### src/common/icsm_pkg.sv
/*
 * Constants and types shared by the clock generator control block:
 * register offsets, reset values, field positions, source codes,
 * settling counts, mode names and the register port request bundle.
 * Assumes an 8-bit register port with a 2-bit address.
 */
package icsm_pkg;

    // Register offsets on the plain register port
    localparam logic [1:0] ADDR_CONTROL1 = 2'h0;
    localparam logic [1:0] ADDR_CONTROL2 = 2'h1;
    localparam logic [1:0] ADDR_TRIM = 2'h2;
    localparam logic [1:0] ADDR_STATUS = 2'h3;

    // Reset values: internal engaged mode, bus divide-by-2
    localparam logic [7:0] CONTROL1_RESET = 8'h04;
    localparam logic [7:0] CONTROL2_RESET = 8'h40;

    // Status register field positions
    localparam int STATUS_MODE_LSB = 2;
    localparam int STATUS_READY_BIT = 1;
    localparam int STATUS_FINE_BIT = 0;
    localparam logic [3:0] STATUS_RESERVED = 4'h0;

    // Output source codes, shared by select and mode report
    localparam logic [1:0] SRC_LOOP = 2'h0;
    localparam logic [1:0] SRC_INTERNAL = 2'h1;
    localparam logic [1:0] SRC_EXTERNAL = 2'h2;
    localparam logic [1:0] SRC_RESERVED = 2'h3;

    // Full cycles of the new clock before a source switch completes
    localparam logic [2:0] SWITCH_TICKS = 3'h4;
    // Divided reference cycles before the loop relocks
    localparam logic [1:0] RELOCK_TICKS = 2'h2;

    // First control register
    typedef struct packed {
        logic [1:0] output_source_select;
        logic [2:0] reference_divider;
        logic loop_reference_select;
        logic internal_reference_enable;
        logic internal_stop_keepalive;
    } icsm_control1_type;

    // Second control register
    typedef struct packed {
        logic [1:0] bus_divider;
        logic range_select;
        logic high_gain_select;
        logic low_power_select;
        logic oscillator_request;
        logic external_reference_enable;
        logic external_stop_keepalive;
    } icsm_control2_type;

    // Register port request
    typedef struct packed {
        logic wr;
        logic rd;
        logic [1:0] addr;
        logic [7:0] wdata;
    } icsm_bus_req_type;

    // Operating state of the generator
    typedef enum logic [2:0] {
        internal_engaged_mode,
        external_engaged_mode,
        internal_bypass_mode,
        internal_bypass_low_power_mode,
        external_bypass_mode,
        external_bypass_low_power_mode
    } icsm_mode_type;

endpackage : icsm_pkg

### src/rtl/icsm_clock_generator.sv
/*
 * Clock generator control: registers, output source switching, loop
 * enable, reference and bus dividers, stop gating, oscillator status.
 * Assumes clocks arrive as one-cycle tick pulses synchronous to clock_i
 * and that the analog loop and oscillators sit outside this module.
 */
// The placing of the registers and the strobed register port are this design's own decisions.
`timescale 1ns/1ns

module icsm_clock_generator
(
    input wire logic clock_i,
    input wire logic rstn_i,
    input wire icsm_pkg::icsm_bus_req_type bus_i,
    output logic [7:0] rdata_o,
    input wire logic loop_tick_i,
    input wire logic internal_tick_i,
    input wire logic external_tick_i,
    input wire logic oscillator_done_i,
    input wire logic chip_stop_i,
    input wire logic debug_halt_state_i,
    output logic [7:0] coarse_trim_o,
    output logic fine_period_adjust_o,
    output logic loop_enable_o,
    output logic loop_restart_o,
    output logic divided_reference_tick_o,
    output logic generator_output_tick_o,
    output logic debug_link_tick_o,
    output logic internal_reference_tick_o,
    output logic external_reference_tick_o,
    output logic internal_reference_run_o,
    output logic external_reference_run_o,
    output logic oscillator_high_range_o,
    output logic oscillator_high_gain_o,
    output icsm_pkg::icsm_mode_type mode_o
);
    import icsm_pkg::*;

    ////////////////////////////////////////////////////////////////////
    // Registers and state

    icsm_control1_type control1;
    icsm_control2_type control2;
    logic [7:0] coarse_trim;
    logic fine_trim;
    logic oscillator_ready_flag;
    logic [1:0] active_mode_report;
    logic [1:0] active_src;
    logic [1:0] pending_src;
    logic [2:0] switch_cnt;
    logic [6:0] ref_cnt;
    logic [2:0] bus_cnt;
    logic prev_ref_select;
    logic relock_pending;
    logic [1:0] relock_cnt;
    logic prev_osc_request;
    logic prev_ext_enable;

    ////////////////////////////////////////////////////////////////////
    // Register port decode

    wire wr_control1 = bus_i.wr && (bus_i.addr == ADDR_CONTROL1);
    wire wr_control2 = bus_i.wr && (bus_i.addr == ADDR_CONTROL2);
    wire wr_trim = bus_i.wr && (bus_i.addr == ADDR_TRIM);
    wire wr_status = bus_i.wr && (bus_i.addr == ADDR_STATUS);

    // Status image; upper nibble is fixed zero
    wire [7:0] status_value = {STATUS_RESERVED, active_mode_report,
        oscillator_ready_flag, fine_trim};

    // Read selection
    wire [7:0] read_value =
        (bus_i.addr == ADDR_CONTROL1) ? control1 :
        (bus_i.addr == ADDR_CONTROL2) ? control2 :
        (bus_i.addr == ADDR_TRIM) ? coarse_trim : status_value;

    ////////////////////////////////////////////////////////////////////
    // Mode decode

    wire [1:0] req_src = (control1.output_source_select == SRC_RESERVED)
        ? SRC_LOOP : control1.output_source_select;
    wire ref_internal = control1.loop_reference_select;
    wire low_power_cut = control2.low_power_select && !debug_halt_state_i;
    // Low power may stop the loop only once both request and active are bypassed
    wire loop_cut = low_power_cut && (req_src != SRC_LOOP)
        && (active_src != SRC_LOOP);
    wire loop_on = !loop_cut && !chip_stop_i;

    // Current mode from the clock actually in use
    icsm_mode_type cur_mode;
    assign cur_mode =
        (active_src == SRC_LOOP) ? (ref_internal ? internal_engaged_mode
            : external_engaged_mode) :
        (active_src == SRC_INTERNAL) ? (low_power_cut
            ? internal_bypass_low_power_mode : internal_bypass_mode) :
        (low_power_cut ? external_bypass_low_power_mode
            : external_bypass_mode);

    wire ext_mode = (cur_mode == external_engaged_mode)
        || (cur_mode == external_bypass_mode)
        || (cur_mode == external_bypass_low_power_mode);
    wire int_mode = !ext_mode;

    ////////////////////////////////////////////////////////////////////
    // Source ticks and dividers

    // Tick of the clock that the pending switch waits for
    wire new_tick = (req_src == SRC_LOOP) ? loop_tick_i :
        (req_src == SRC_INTERNAL) ? internal_tick_i : external_tick_i;
    wire act_tick = (active_src == SRC_LOOP) ? loop_tick_i :
        (active_src == SRC_INTERNAL) ? internal_tick_i : external_tick_i;
    wire ref_tick = ref_internal ? internal_tick_i : external_tick_i;
    wire [6:0] ref_last =
        7'((8'h01 << control1.reference_divider) - 8'h01);
    wire [2:0] bus_last =
        3'((4'h1 << control2.bus_divider) - 4'h1);
    wire ref_hit = ref_tick && (ref_cnt >= ref_last);
    wire bus_hit = act_tick && (bus_cnt >= bus_last);

    ////////////////////////////////////////////////////////////////////
    // Control registers, reset to internal engaged

    always_ff @(posedge clock_i or negedge rstn_i)
    begin
        if (!rstn_i)
        begin
            control1 <= CONTROL1_RESET;
            control2 <= CONTROL2_RESET;
        end
        else
        begin
            if (wr_control1)
                control1 <= bus_i.wdata;
            if (wr_control2)
                control2 <= bus_i.wdata;
        end
    end

    // Trim values hold through reset
    always_ff @(posedge clock_i)
    begin
        if (wr_trim)
            coarse_trim <= bus_i.wdata;
        if (wr_status)
            fine_trim <= bus_i.wdata[STATUS_FINE_BIT];
    end

    // Read data, one cycle after the strobe
    always_ff @(posedge clock_i or negedge rstn_i)
    begin
        if (!rstn_i)
            rdata_o <= 8'h00;
        else
            rdata_o <= bus_i.rd ? read_value : 8'h00;
    end

    ////////////////////////////////////////////////////////////////////
    // Output source switching

    wire switch_done = (req_src != active_src) && (req_src == pending_src)
        && new_tick && (switch_cnt == SWITCH_TICKS - 3'h1);

    always_ff @(posedge clock_i or negedge rstn_i)
    begin
        if (!rstn_i)
        begin
            active_src <= SRC_LOOP;
            pending_src <= SRC_LOOP;
            switch_cnt <= 3'h0;
            active_mode_report <= SRC_LOOP;
        end
        else
        begin
            pending_src <= req_src;
            if (req_src == active_src || req_src != pending_src)
                switch_cnt <= 3'h0;
            else if (switch_done)
            begin
                active_src <= req_src;
                switch_cnt <= 3'h0;
            end
            else if (new_tick)
                switch_cnt <= switch_cnt + 3'h1;
            active_mode_report <= active_src;
        end
    end

    ////////////////////////////////////////////////////////////////////
    // Reference and bus dividers, loop relock after reference change

    wire ref_changed = (prev_ref_select != ref_internal);

    always_ff @(posedge clock_i or negedge rstn_i)
    begin
        if (!rstn_i)
        begin
            ref_cnt <= 7'h00;
            bus_cnt <= 3'h0;
            prev_ref_select <= 1'b1;
            relock_pending <= 1'b0;
            relock_cnt <= 2'h0;
        end
        else
        begin
            if (ref_tick)
                ref_cnt <= ref_hit ? 7'h00 : ref_cnt + 7'h01;
            if (act_tick)
                bus_cnt <= bus_hit ? 3'h0 : bus_cnt + 3'h1;
            prev_ref_select <= ref_internal;
            if (ref_changed)
            begin
                relock_pending <= 1'b1;
                relock_cnt <= 2'h0;
            end
            else if (relock_pending && ref_hit)
            begin
                if (relock_cnt == RELOCK_TICKS - 2'h1)
                    relock_pending <= 1'b0;
                relock_cnt <= relock_cnt + 2'h1;
            end
        end
    end

    ////////////////////////////////////////////////////////////////////
    // Oscillator ready flag

    wire ready_set = oscillator_done_i && control2.oscillator_request
        && (control2.external_reference_enable || ext_mode);
    wire ready_clear =
        (prev_osc_request && !control2.oscillator_request)
        || (prev_ext_enable && !control2.external_reference_enable);

    always_ff @(posedge clock_i or negedge rstn_i)
    begin
        if (!rstn_i)
        begin
            oscillator_ready_flag <= 1'b0;
            prev_osc_request <= 1'b0;
            prev_ext_enable <= 1'b0;
        end
        else
        begin
            prev_osc_request <= control2.oscillator_request;
            prev_ext_enable <= control2.external_reference_enable;
            if (ready_set)
                oscillator_ready_flag <= 1'b1;
            else if (ready_clear)
                oscillator_ready_flag <= 1'b0;
        end
    end

    ////////////////////////////////////////////////////////////////////
    // Clock outputs with stop gating

    wire int_keep = control1.internal_reference_enable
        && control1.internal_stop_keepalive;
    wire ext_keep = control2.external_reference_enable
        && control2.external_stop_keepalive;

    always_ff @(posedge clock_i or negedge rstn_i)
    begin
        if (!rstn_i)
        begin
            loop_enable_o <= 1'b1;
            loop_restart_o <= 1'b0;
            divided_reference_tick_o <= 1'b0;
            generator_output_tick_o <= 1'b0;
            debug_link_tick_o <= 1'b0;
            internal_reference_tick_o <= 1'b0;
            external_reference_tick_o <= 1'b0;
            internal_reference_run_o <= 1'b1;
            external_reference_run_o <= 1'b0;
            mode_o <= internal_engaged_mode;
        end
        else
        begin
            loop_enable_o <= loop_on;
            loop_restart_o <= relock_pending && ref_hit && !ref_changed
                && (relock_cnt == RELOCK_TICKS - 2'h1);
            divided_reference_tick_o <= ref_hit && !chip_stop_i;
            generator_output_tick_o <= bus_hit && !chip_stop_i;
            debug_link_tick_o <= loop_tick_i && loop_on;
            internal_reference_tick_o <= internal_tick_i
                && control1.internal_reference_enable
                && (!chip_stop_i || int_keep);
            external_reference_tick_o <= external_tick_i
                && control2.external_reference_enable
                && (!chip_stop_i || ext_keep);
            internal_reference_run_o <= chip_stop_i ? int_keep
                : (control1.internal_reference_enable || int_mode
                   || req_src == SRC_INTERNAL);
            external_reference_run_o <= chip_stop_i ? ext_keep
                : (control2.external_reference_enable || ext_mode
                   || req_src == SRC_EXTERNAL);
            mode_o <= cur_mode;
        end
    end

    // Trim and oscillator settings straight from registers
    assign coarse_trim_o = coarse_trim;
    assign fine_period_adjust_o = fine_trim;
    assign oscillator_high_range_o = control2.range_select;
    assign oscillator_high_gain_o = control2.high_gain_select;
endmodule : icsm_clock_generator

### config.mk
export PLATFORM = sky130hd
export DESIGN_NAME = icsm_clock_generator
export DESIGN_NICKNAME = d
export VERILOG_FILES = /design/src/common/icsm_pkg.sv /design/src/rtl/icsm_clock_generator.sv
export SDC_FILE = /design/constraint.sdc
export NUM_CORES = 1
export LEC_CHECK = 0
export ABC_AREA = 0
export BUFFER_PORTS_ARGS = -buffer_cell sky130_fd_sc_hd__buf_2
export CAP_MARGIN = 20
export CORE_ASPECT_RATIO = 0.9
export CORE_MARGIN = 3
export CORE_UTILIZATION = 45
export DETAILED_ROUTE_END_ITERATION = 8
export PLACE_DENSITY_LB_ADDON = 0.12
export SLEW_MARGIN = 20
export SYNTH_ARGS = -nofsm -noshare
export SYNTH_HDL_FRONTEND = slang
export SYNTH_SLANG_ARGS = --single-unit
### constraint.sdc
create_clock -name clock_i -period 4 [get_ports clock_i]
set_input_delay 0.4 -clock clock_i [delete_from_list [all_inputs] [get_ports clock_i]]
set_output_delay 0.4 -clock clock_i [all_outputs]
set_load 0.02 [all_outputs]
Yosys cells after proc, flatten, opt, wreduce, memory -nomap -nowiden
Cells that the tools add are included.

storage, ports and cells
  output and inout port bits = 31
  flip-flop bits (word level) = 71

cells by class
  magnitude comparators = 2
  multiplexer cells = 29
  add/sub/neg operators = 6
  bitwise gates (word level) = 1
  shift-type cells = 2
  reduce and logical (&&, ||, !) cells = 57
  equality and inequality tests = 17

operators with widths
  cell                 number
  $mux 8               4
  $logic_and 1x1->1    29
  $mux 3               6
  $mux 1               15
  $logic_or 1x1->1     10
  $reduce_bool 2->1    5
  $eq 2x1->1 const B   4
  $eq 2x2->1 const B   4
  $add 7x1->7 const B  1
  $ge 7x7->1           1
  $logic_not 1->1      7
  $mux 7               1
  $shl 1x3->7 const A  1
  $sub 7x1->7 const B  1
  $add 3x1->3 const B  2
  $eq 3x3->1 const B   2
  $logic_not 2->1      3
  $mux 2               3
  $eq 2x2->1           2
  $ne 2x2->1           2
  $reduce_and 2->1     2
  $eq 3x1->1 const B   1
  $eq 3x2->1 const B   1
  $ge 3x3->1           1
  6 further kinds      6

Logic depth before layout (Yosys ltp)
Gate-level depths: netlist of run 1.

  depth in word-level cells = 12
  depth in mapped cells = 8
  mapped depth without buffers = 7

Least setup slack after synthesis of run 1
Ideal clock, no wire load.

  path kind = register to register
  from = reg control1[4] (netlist name)
  to = reg relock_cnt[0]
  stages on the path, launching flop included = 9
  path slack = 1717 ps
  arrival time = 2162 ps
  clock period less this slack = 2283 ps
  cell sequence = dfrtp_1 > or3_1 > ha_1 > nand2b_4 > a2111oi_4 > o21ai_2 > and2_4 > buf_6 > a31o_2

between the ends
  cells in the longest elaborated chain, start to end = 6

RTL lines
  item                                RTL line                     RTL
  from (decl)                         icsm_clock_generator.sv:42   icsm_control1_type control1;
  from (signal assigned)              icsm_clock_generator.sv:133  control1 <= bus_i.wdata;
  $shl 1x3->7                         icsm_clock_generator.sv:114  7'((8'h01 << control1.reference_divider) - 8'h01);
  $sub 7x1->7                         icsm_clock_generator.sv:114
  $ge 7x7->1                          icsm_clock_generator.sv:117  wire ref_hit = ref_tick && (ref_cnt >= ref_last);
  $logic_and 1x1->1                   icsm_clock_generator.sv:117
  $logic_and 1x1->1                   icsm_clock_generator.sv:215  else if (relock_pending && ref_hit)
  $reduce_bool 2->1 (no source line)  --
  to (signal assigned)                icsm_clock_generator.sv:219  relock_cnt <= relock_cnt + 2'h1;
  to (decl)                           icsm_clock_generator.sv:55   logic [1:0] relock_cnt;

Every way passes these cells.
A chain may end at the register's enable or synchronous reset.

Worst setup path in the final report of run 1
  from = reg control1[4] (netlist name)
  to = reg relock_cnt[1]

The elaborated chain is that of the path after synthesis.

==> results.cfg, run 1 <==
[logic_synthesis]
synth_top_cell_by_area = dfrtp_1
synth_edf_count = 9
synth_top_area_share = 0.438
async_flop_share = 0.873
synth_common_cells = dfrtp_1, nand2_1, o21ai_0, ha_1, mux2_2
ys_types = 44
synth.yosys.seq_area_share = 0.561
postSynthAreaPerCell_um2 = 12.1
yosysMostFrequentCell = dfrtp_1
yosys_warnings = 0
ys_ff_latch = 71
syn_area_um2 = 3260
synth-main-ff-cell = dfrtp_1
syn_inst = 269
synthTopCellsByArea = dfrtp_1, edfxtp_1, ha_1, mux2_2, dfstp_2
postSynthNetCount = 306

[critical_path]
required_ps = 4240
r2r-end = relock_cnt[1]
startpoint = control1[4]
worstSetupStartpointType = flop
reg2reg_from = control1[4]
critPathKind = reg -> reg
crit_end = relock_cnt[1]
cp_data_arrival_time_ps = 2570
ff2ff_path_depth = 7
crit_fanout = 8
endpoint_kind = flop
r2r_slack_ps = 1680

[clock_tree]
cts_tree = built
clk-insertion-delay-late_ps = 340
cts.hold.buffers_added = 0
numCtsBuffers = 9
clk_pin_slew_ps = 80
post_cts_buffers = 0
clock-sinks = 71
cts_resized = 0
cts-root-buf = clkbuf_8
clockBufferDepth = 2
htree_levels = 3

[floorplan]
coreArea_um2 = 6800
die_h_um = 86.7
initial_utilization = 0.479
die_w_um = 95.7
die-area_um2 = 8300
num_io_pins = 51
rows = 28

[power_and_ir_drop]
ir_drop_mv = 0.323
power.leakage_nw = 1.81
powerDensity_nw_per_um2 = 568

[timing]
fin_ws_ps = 1680
fin_skew_ps = 10.8
finalHoldViolations = 0
tns_ps = 0
timing.hold.ws_ps = 118
finalCriticalPeriod_ps = 2320
worst_pin_slew_ps = 932
slew_headroom = 0.376
fin_crit_sh = 0.580
rsz0062_at_grt = no
fmax_ghz = 0.431
drv_slew = 0
setup_viol = 0

[place]
place.detailed.hpwl_um = 4650
post-place-ws_ps = 1690
routabilityCongestion = 0.744
io_buffers = 50
dpl_cell_area_um2 = 3590

[drt]
wl_per_cell_um = 15.7
vias = 2142
wl_um = 6570
drt_iter0_markers = 118
drt_first_pass_iters = 4
ant_nets = 0
viasPerCell = 5.11
drc = 0

[cells_and_area]
area_growth_pct = 17.8
layout-drive-gt1-share = 0.307
final_nets = 361
fin_util = 0.565
nFillCells = 605
final_cell_area_um2 = 3840
antenna_cells = 0

[grt]
grt_pass1_wl_um = 10900
antenna_found_initial = 0
grt_overflow = 0
grt_max_degree = 34
grt_pass1_vias = 2115
grt_usage = 0.176

[run_status]
status = finished, final reports clean

[run]
maxCapViolCount = 0

[min_path]
worstHoldPathType = in -> async
worst min path at each step:
stage	slack [ps]	to	start	depth (start not counted)
3_3_place_gp	400	prev_osc_request	control2[2]	0
5_1_grt	160	ref_cnt[4]	rstn_i	1
4_1_cts	140	control1[5]	rstn_i	1
2_1_floorplan	100	active_mode_report[0]	rstn_i	0
3_5_place_dp	410	prev_osc_request	control2[2]	0
6_report	120	ref_cnt[5]	rstn_i	1
routing by layer:
| metal | up-vias | GRT usage | part of all wire |
|---|---|---|---|
| met5 | - | 0 | 0 |
| met4 | 0 | 0.0581 | 0.014 |
| met3 | 8 | 0.0564 | 0.047 |
| met2 | 47 | 0.249 | 0.44 |
| met1 | 1035 | 0.257 | 0.50 |
| li1 | 1052 | - | - |
power by group:
group	leakage (nW)	switching, mW	internal, mW
logic	0.821	0.290	0.251
clock network	0.123	0.273	0.416
registers	0.867	0.0990	0.852
total	1.81	0.662	1.52
logic make-up after synthesis:
group	count (synthesis)	synth area share
xor+xnor	10	0.0269
mux	27	0.104
flops	71	0.561
simple gates	80	0.127
compound gates	44	0.0884
buf+inv	20	0.0269
fa+ha+maj	17	0.0653
through the flow:
step | total power, mW | cells
after CTS | 2.21 | 419
final | 2.18 | 419
after global routing | 2.33 | 419
after floorplan | 1.36 | 269
after detailed placement | 1.51 | 403
after global placement | 1.50 | 403
flip-flops by register name, indices dropped and copies added, names as in the netlist, 2 cells and up:
name                cells
bus_cnt                 3
control2                6
switch_cnt              3
mode_o                  3
active_mode_report      2
relock_cnt              2
control1                7
pending_src             2
rdata_o                 8
active_src              2
coarse_trim_o           8
ref_cnt                 7
layout by cell type, fill, tap and decap left out, drive strengths merged, types with 10 or more instances in the layout:
master / n
dfrtp: 57
buf: 52
nand2: 26
o21ai: 20
ha: 17
mux2: 16
nor2: 14
inv: 12
and2: 10
area by class of cell:
class / count / area (µm²) / area share
flip-flops and latches: 71 / 1830 / 0.476
multi-input cells: 178 / 1340 / 0.350
repair buffers: 52 / 265 / 0.0691
clock buffers: 9 / 124 / 0.0323
clock inverters: 7 / 121 / 0.0316
well taps: 90 / 113 / 0.0293
inverters: 12 / 45.0 / 0.0117
critical path, cell delays in order (launching register included):
cell       delay, ps
dfrtp_1          440
or3_1            390
ha_1             280
nand2b_4         150
a2111oi_4        350
o21ai_2          170
and2_4           200
a311oi_2         250
Power figures use the tool's default switching activity.
==> inputs of run 2 (changes only) <==
==> constraint.sdc (replaced) <==
create_clock -name clock_i -period 1.9 [get_ports clock_i]
set_input_delay 0.19 -clock clock_i [delete_from_list [all_inputs] [get_ports clock_i]]
set_output_delay 0.19 -clock clock_i [all_outputs]
set_load 0.02 [all_outputs]
==> run 2 against run 1 <==
  * The flow now finishes with violations (negative setup slack)
  * Critical path depth unchanged
  * Fmax up 10%
  * Final cell count grew 5.3%
  * Design area rose by 5.7%
  * Setup slack got worse by 1900 ps
  * Critical path type unchanged
==> results.cfg, run 2 (synthesis gave the netlist of run 1 again) <==
[place]
dpl_cell_area_um2 = 3750
place.detailed.hpwl_um = 4800
post-place-ws_ps = -192
routabilityCongestion = 0.757
io_buffers = 50

[clock_tree]
clk_pin_slew_ps = 70
clk-insertion-delay-late_ps = 340
htree_levels = 3
clock-sinks = 71
numCtsBuffers = 9
cts_tree = built
cts-root-buf = clkbuf_8
clockBufferDepth = 2

[critical_path]
required_ps = 2150
worstSetupStartpointType = flop
crit_chain = or3_1, ha_1, nand2b_4, a2111oi_4, o21ai_2, and2_4, a311oi_2
cp_data_arrival_time_ps = 2360
crit_fanout = 5
slowest_stage = dfrtp_1
endpoint_kind = flop
slowest_delay_ps = 380
critPathKind = reg -> reg

[grt]
grt_pass1_wl_um = 11400
grt_overflow = 0
antenna_found_initial = 0
grt_max_degree = 63
grt_usage = 0.185
grt_pass1_vias = 2343

[cells_and_area]
area_growth_pct = 24.5
final_nets = 383
final_cell_area_um2 = 4060
antenna_cells = 0
layout_common_cells = dfrtp_1, buf_2, nand2_1
layout_commonest_cell = dfrtp_1
layout-drive-gt1-share = 0.370

[floorplan]
coreArea_um2 = 6800
die_h_um = 86.7
die_w_um = 95.7
die-area_um2 = 8300
initial_utilization = 0.479
num_io_pins = 51
rows = 28

[power_and_ir_drop]
powerDensity_nw_per_um2 = 1130
power.leakage_nw = 1.90
ir_drop_mv = 0.644

[run_status]
status = complete, but fails checks
failed_checks = negative setup slack

[timing]
timing.hold.ws_ps = 54.3
fin_skew_ps = 5.28
fmax_ghz = 0.474
drv_slew = 0
tns_ps = -1520
setup_viol = 12
worst_pin_slew_ps = 422
fin_ws_ps = -209
slew_headroom = 0.718
finalCriticalPeriod_ps = 2110
fin_crit_sh = 1.11
rsz0062_at_grt = yes
finalHoldViolations = 0

[drt]
ant_nets = 0
drt_first_pass_iters = 4
vias = 2239
drc = 0
viasPerCell = 5.08
wl_per_cell_um = 15.4
wl_um = 6800
drt_iter0_markers = 62

[run]
maxCapViolCount = 0

[min_path]
worstHoldPathType = in -> reg
## run 2: cell count changes in the layout (fill, tap and decap cells not counted), moves of 2 or more
cell	change
o21ai_0	-4
a21oi_1	-2
nor2_4	+3
clkinv_4	-3
ha_1	-2
o21ai_1	+3
ha_4	+2
buf_4	+19
nor2_1	-4
bufinv_16	-2
clkinv_1	+3
## run 2: worst max-delay path: cells and delay by family (launching register included)
kind | cells | cell delay, ps
simple gates | 3 | 700
flops | 1 | 380
fa+ha+maj | 1 | 270
compound gates | 3 | 670
## run 2: through the flow
step,power (mW),utilization,cells
3_5_place_dp,3.33,0.552,423
3_3_place_gp,3.29,0.552,423
5_1_grt,4.90,0.597,441
2_1_floorplan,2.86,-,269
6_report,4.58,0.597,441
4_1_cts,4.50,0.582,440
## run 2: area by class of cell
| cell class | count | area (µm²) |
|---|---|---|
| Fill cell | 583 | 2740 |
| Multi-Input combinational cell | 178 | 1440 |
| Sequential cell | 71 | 1830 |
| Tap cell | 90 | 113 |
| Timing Repair Buffer | 74 | 449 |
| Clock inverter | 6 | 51.3 |
| Clock buffer | 10 | 128 |
| Inverter | 12 | 45.0 |
## run 2: routing by layer
metal / share of wire / up-vias / track usage
li1: - / 1094 / -
met1: 0.48 / 1092 / 0.247
met2: 0.45 / 47 / 0.285
met3: 0.055 / 6 / 0.0625
met4: 0.013 / 0 / 0.0581
met5: 0 / - / 0
## run 2: where the power goes
group / switching [mW] / leakage (nW) / total (mW) / internal (mW)
clock: 0.535 / 0.0925 / 1.12 / 0.589
sequential: 0.183 / 0.867 / 1.98 / 1.79
combinational: 0.751 / 0.939 / 1.48 / 0.728
## run 2: path summary, 6_finish.rpt
path,start,end,slack (ps),depth (start not counted)
max,control1[3],relock_cnt[1],-210,7
min,bus_i[5],coarse_trim_o[5],50,1
max reg2reg,control1[3],relock_cnt[1],-210,7
min reg2reg,control2[2],prev_osc_request,420,0
max in group asynchronous,rstn_i,control2[6],1180,3
min in group asynchronous,rstn_i,ref_cnt[5],390,3
## run 2: timing repair
| item | in CTS | in global routing |
|---|---|---|
| buffers inserted | 0 | 1 |
| resized for setup | 5 | 19 |
| pin swaps | 0 | 3 |
| endpoints found under the hold margin | 57 | 0 |
| endpoints found under the setup margin | 16 | 17 |
| hold buffers | 1 | 0 |
==> inputs of run 3 (changes only) <==
--- a/config.mk
+++ b/config.mk
@@ -13,6 +13,7 @@
 export CORE_UTILIZATION = 45
 export DETAILED_ROUTE_END_ITERATION = 8
 export PLACE_DENSITY_LB_ADDON = 0.12
+export RECOVER_POWER = 100
 export SLEW_MARGIN = 20
 export SYNTH_ARGS = -nofsm -noshare
 export SYNTH_HDL_FRONTEND = slang
==> constraint.sdc (replaced) <==
create_clock -name clock_i -period 2.66 [get_ports clock_i]
set_input_delay 0.266 -clock clock_i [delete_from_list [all_inputs] [get_ports clock_i]]
set_output_delay 0.266 -clock clock_i [all_outputs]
set_load 0.02 [all_outputs]
==> run 3 against run 2 <==
  * The run ends with max-capacitance violations, max-slew violations left
  * Via count is 2.7% lower
  * Global-route usage is 0.66 points lower
  * Die area stayed put
  * Sequential cell count stayed put
  * Design area is 6.5% lower
  * Setup slack better by 440 ps
  * Routed wire length is 2.9% lower
  * Power is 27% lower
  * Highest routed layer unchanged
==> results.cfg, run 3 (synthesis gave the netlist of run 1 again) <==
[run_status]
status = complete, but fails checks
failed_checks = max-capacitance violations, max-slew violations

[cells_and_area]
layout_common_cells = dfrtp_1, clkbuf_1, nand2_1
layout_commonest_cell = dfrtp_1
layout-drive-gt1-share = 0.173
area_growth_pct = 16.4
final_cell_area_um2 = 3790
antenna_cells = 0
final_nets = 361
instances_no_fill = 419
fin_util = 0.558

[critical_path]
worstSetupStartpointType = flop
cp_data_arrival_time_ps = 2680
crit_end = relock_cnt[1]
ff2ff_path_depth = 7
endpoint_kind = flop
reg2reg_from = control1[4]
startpoint = control1[4]
required_ps = 2910
r2r-end = relock_cnt[1]
crit_fanout = 8
critPathKind = reg -> reg
r2r_slack_ps = 230

[timing]
fin_crit_sh = 0.915
drv_slew = 63
setup_viol = 0
finalCriticalPeriod_ps = 2430
rsz0062_at_grt = no
tns_ps = 0
slew_headroom = -0.0182
worst_pin_slew_ps = 1530
finalHoldViolations = 0
fin_skew_ps = 11.1
fmax_ghz = 0.411
timing.hold.ws_ps = 159

[drt]
drc = 0
drt_first_pass_iters = 4
wl_per_cell_um = 15.7
wl_um = 6600
ant_nets = 0
vias = 2178
viasPerCell = 5.20
drt_iter0_markers = 57

[grt]
grt_pass1_vias = 2202
antenna_found_initial = 0
grt_use_met2 = 0.270
grt_max_degree = 63
grt_overflow = 0
grt_usage = 0.178
grt_use_met3 = 0.0547
grt_most_used_layer = met2
met1_usage = 0.244
grt_pass1_wl_um = 11000

[clock_tree]
clock-sinks = 71
htree_levels = 3
clockBufferDepth = 2
cts_resized = 0
cts-root-buf = clkbuf_8
cts.hold.buffers_added = 0
cts_tree = built
numCtsBuffers = 9
clk_pin_slew_ps = 80
clk-insertion-delay-late_ps = 350
post_cts_buffers = 0

[floorplan]
die_h_um = 86.7
coreArea_um2 = 6800
rows = 28
die-area_um2 = 8300
num_io_pins = 51
initial_utilization = 0.479
die_w_um = 95.7

[run]
maxCapViolCount = 1

[min_path]
worstHoldPathType = in -> reg
min_from = bus_i[5]

[power_and_ir_drop]
seq_power_share = 0.427
p_sw_mw = 0.998
powerDensity_nw_per_um2 = 881
power.leakage_nw = 1.67
p_comb_frac = 0.233
p_clk_frac = 0.340
ir_drop_mv = 0.600
switching_share = 0.299
power.internal_mw = 2.34

[place]
routabilityCongestion = 0.761
place_inst = 403
place.detailed.hpwl_um = 4580
dpl_cell_area_um2 = 3590
io_buffers = 50
-- run 3: through the flow --
stage	setup WS (ps)	power, mW
after global placement	366	2.25
after detailed placement	307	2.27
after global routing	88.2	3.56
after floorplan	377	2.04
final	227	3.34
after CTS	290	3.42
-- run 3: metal layers --
metal / part of all wire / wire length, µm / vias up
met4: 0.018 / 118 / 0
met1: 0.47 / 3130 / 1060
met3: 0.055 / 365 / 12
li1: - / - / 1056
met5: 0 / 0 / -
met2: 0.45 / 2980 / 50
-- run 3: worst min-delay path by stage --
stage | end | slack, ps | cells past startpoint
floorplan | active_mode_report[0] | -30 | 0
global placement | prev_osc_request | 410 | 0
detailed placement | prev_osc_request | 410 | 0
CTS | coarse_trim_o[5] | 100 | 1
global route | coarse_trim_o[5] | 150 | 1
finish | coarse_trim_o[5] | 160 | 1
-- run 3: power groups by stage --
stage / registers [mW] / clock network [mW] / logic (mW)
6_report: 1.43 / 1.14 / 0.777
5_1_grt: 1.45 / 1.21 / 0.890
4_1_cts: 1.43 / 1.16 / 0.831
3_5_place_dp: 1.45 / 0 / 0.824
3_3_place_gp: 1.44 / 0 / 0.807
2_1_floorplan: 1.46 / 0 / 0.582
-- run 3: cell type report --
| type | instances | area, µm² |
|---|---|---|
| inverters | 12 | 45.0 |
| repair buffers | 52 | 209 |
| well taps | 90 | 113 |
| multi-input cells | 178 | 1330 |
| fillers | 607 | 3010 |
| flip-flops and latches | 71 | 1830 |
| clock inverters | 7 | 145 |
| clock buffers | 9 | 124 |
-- run 3: critical path, cell delays in order, from the launching register on --
cell	delay [ps]
dfrtp_1	450
or3_1	400
ha_1	270
nand2b_1	180
a2111oi_4	370
o21ai_2	180
and2_4	210
a311oi_1	270
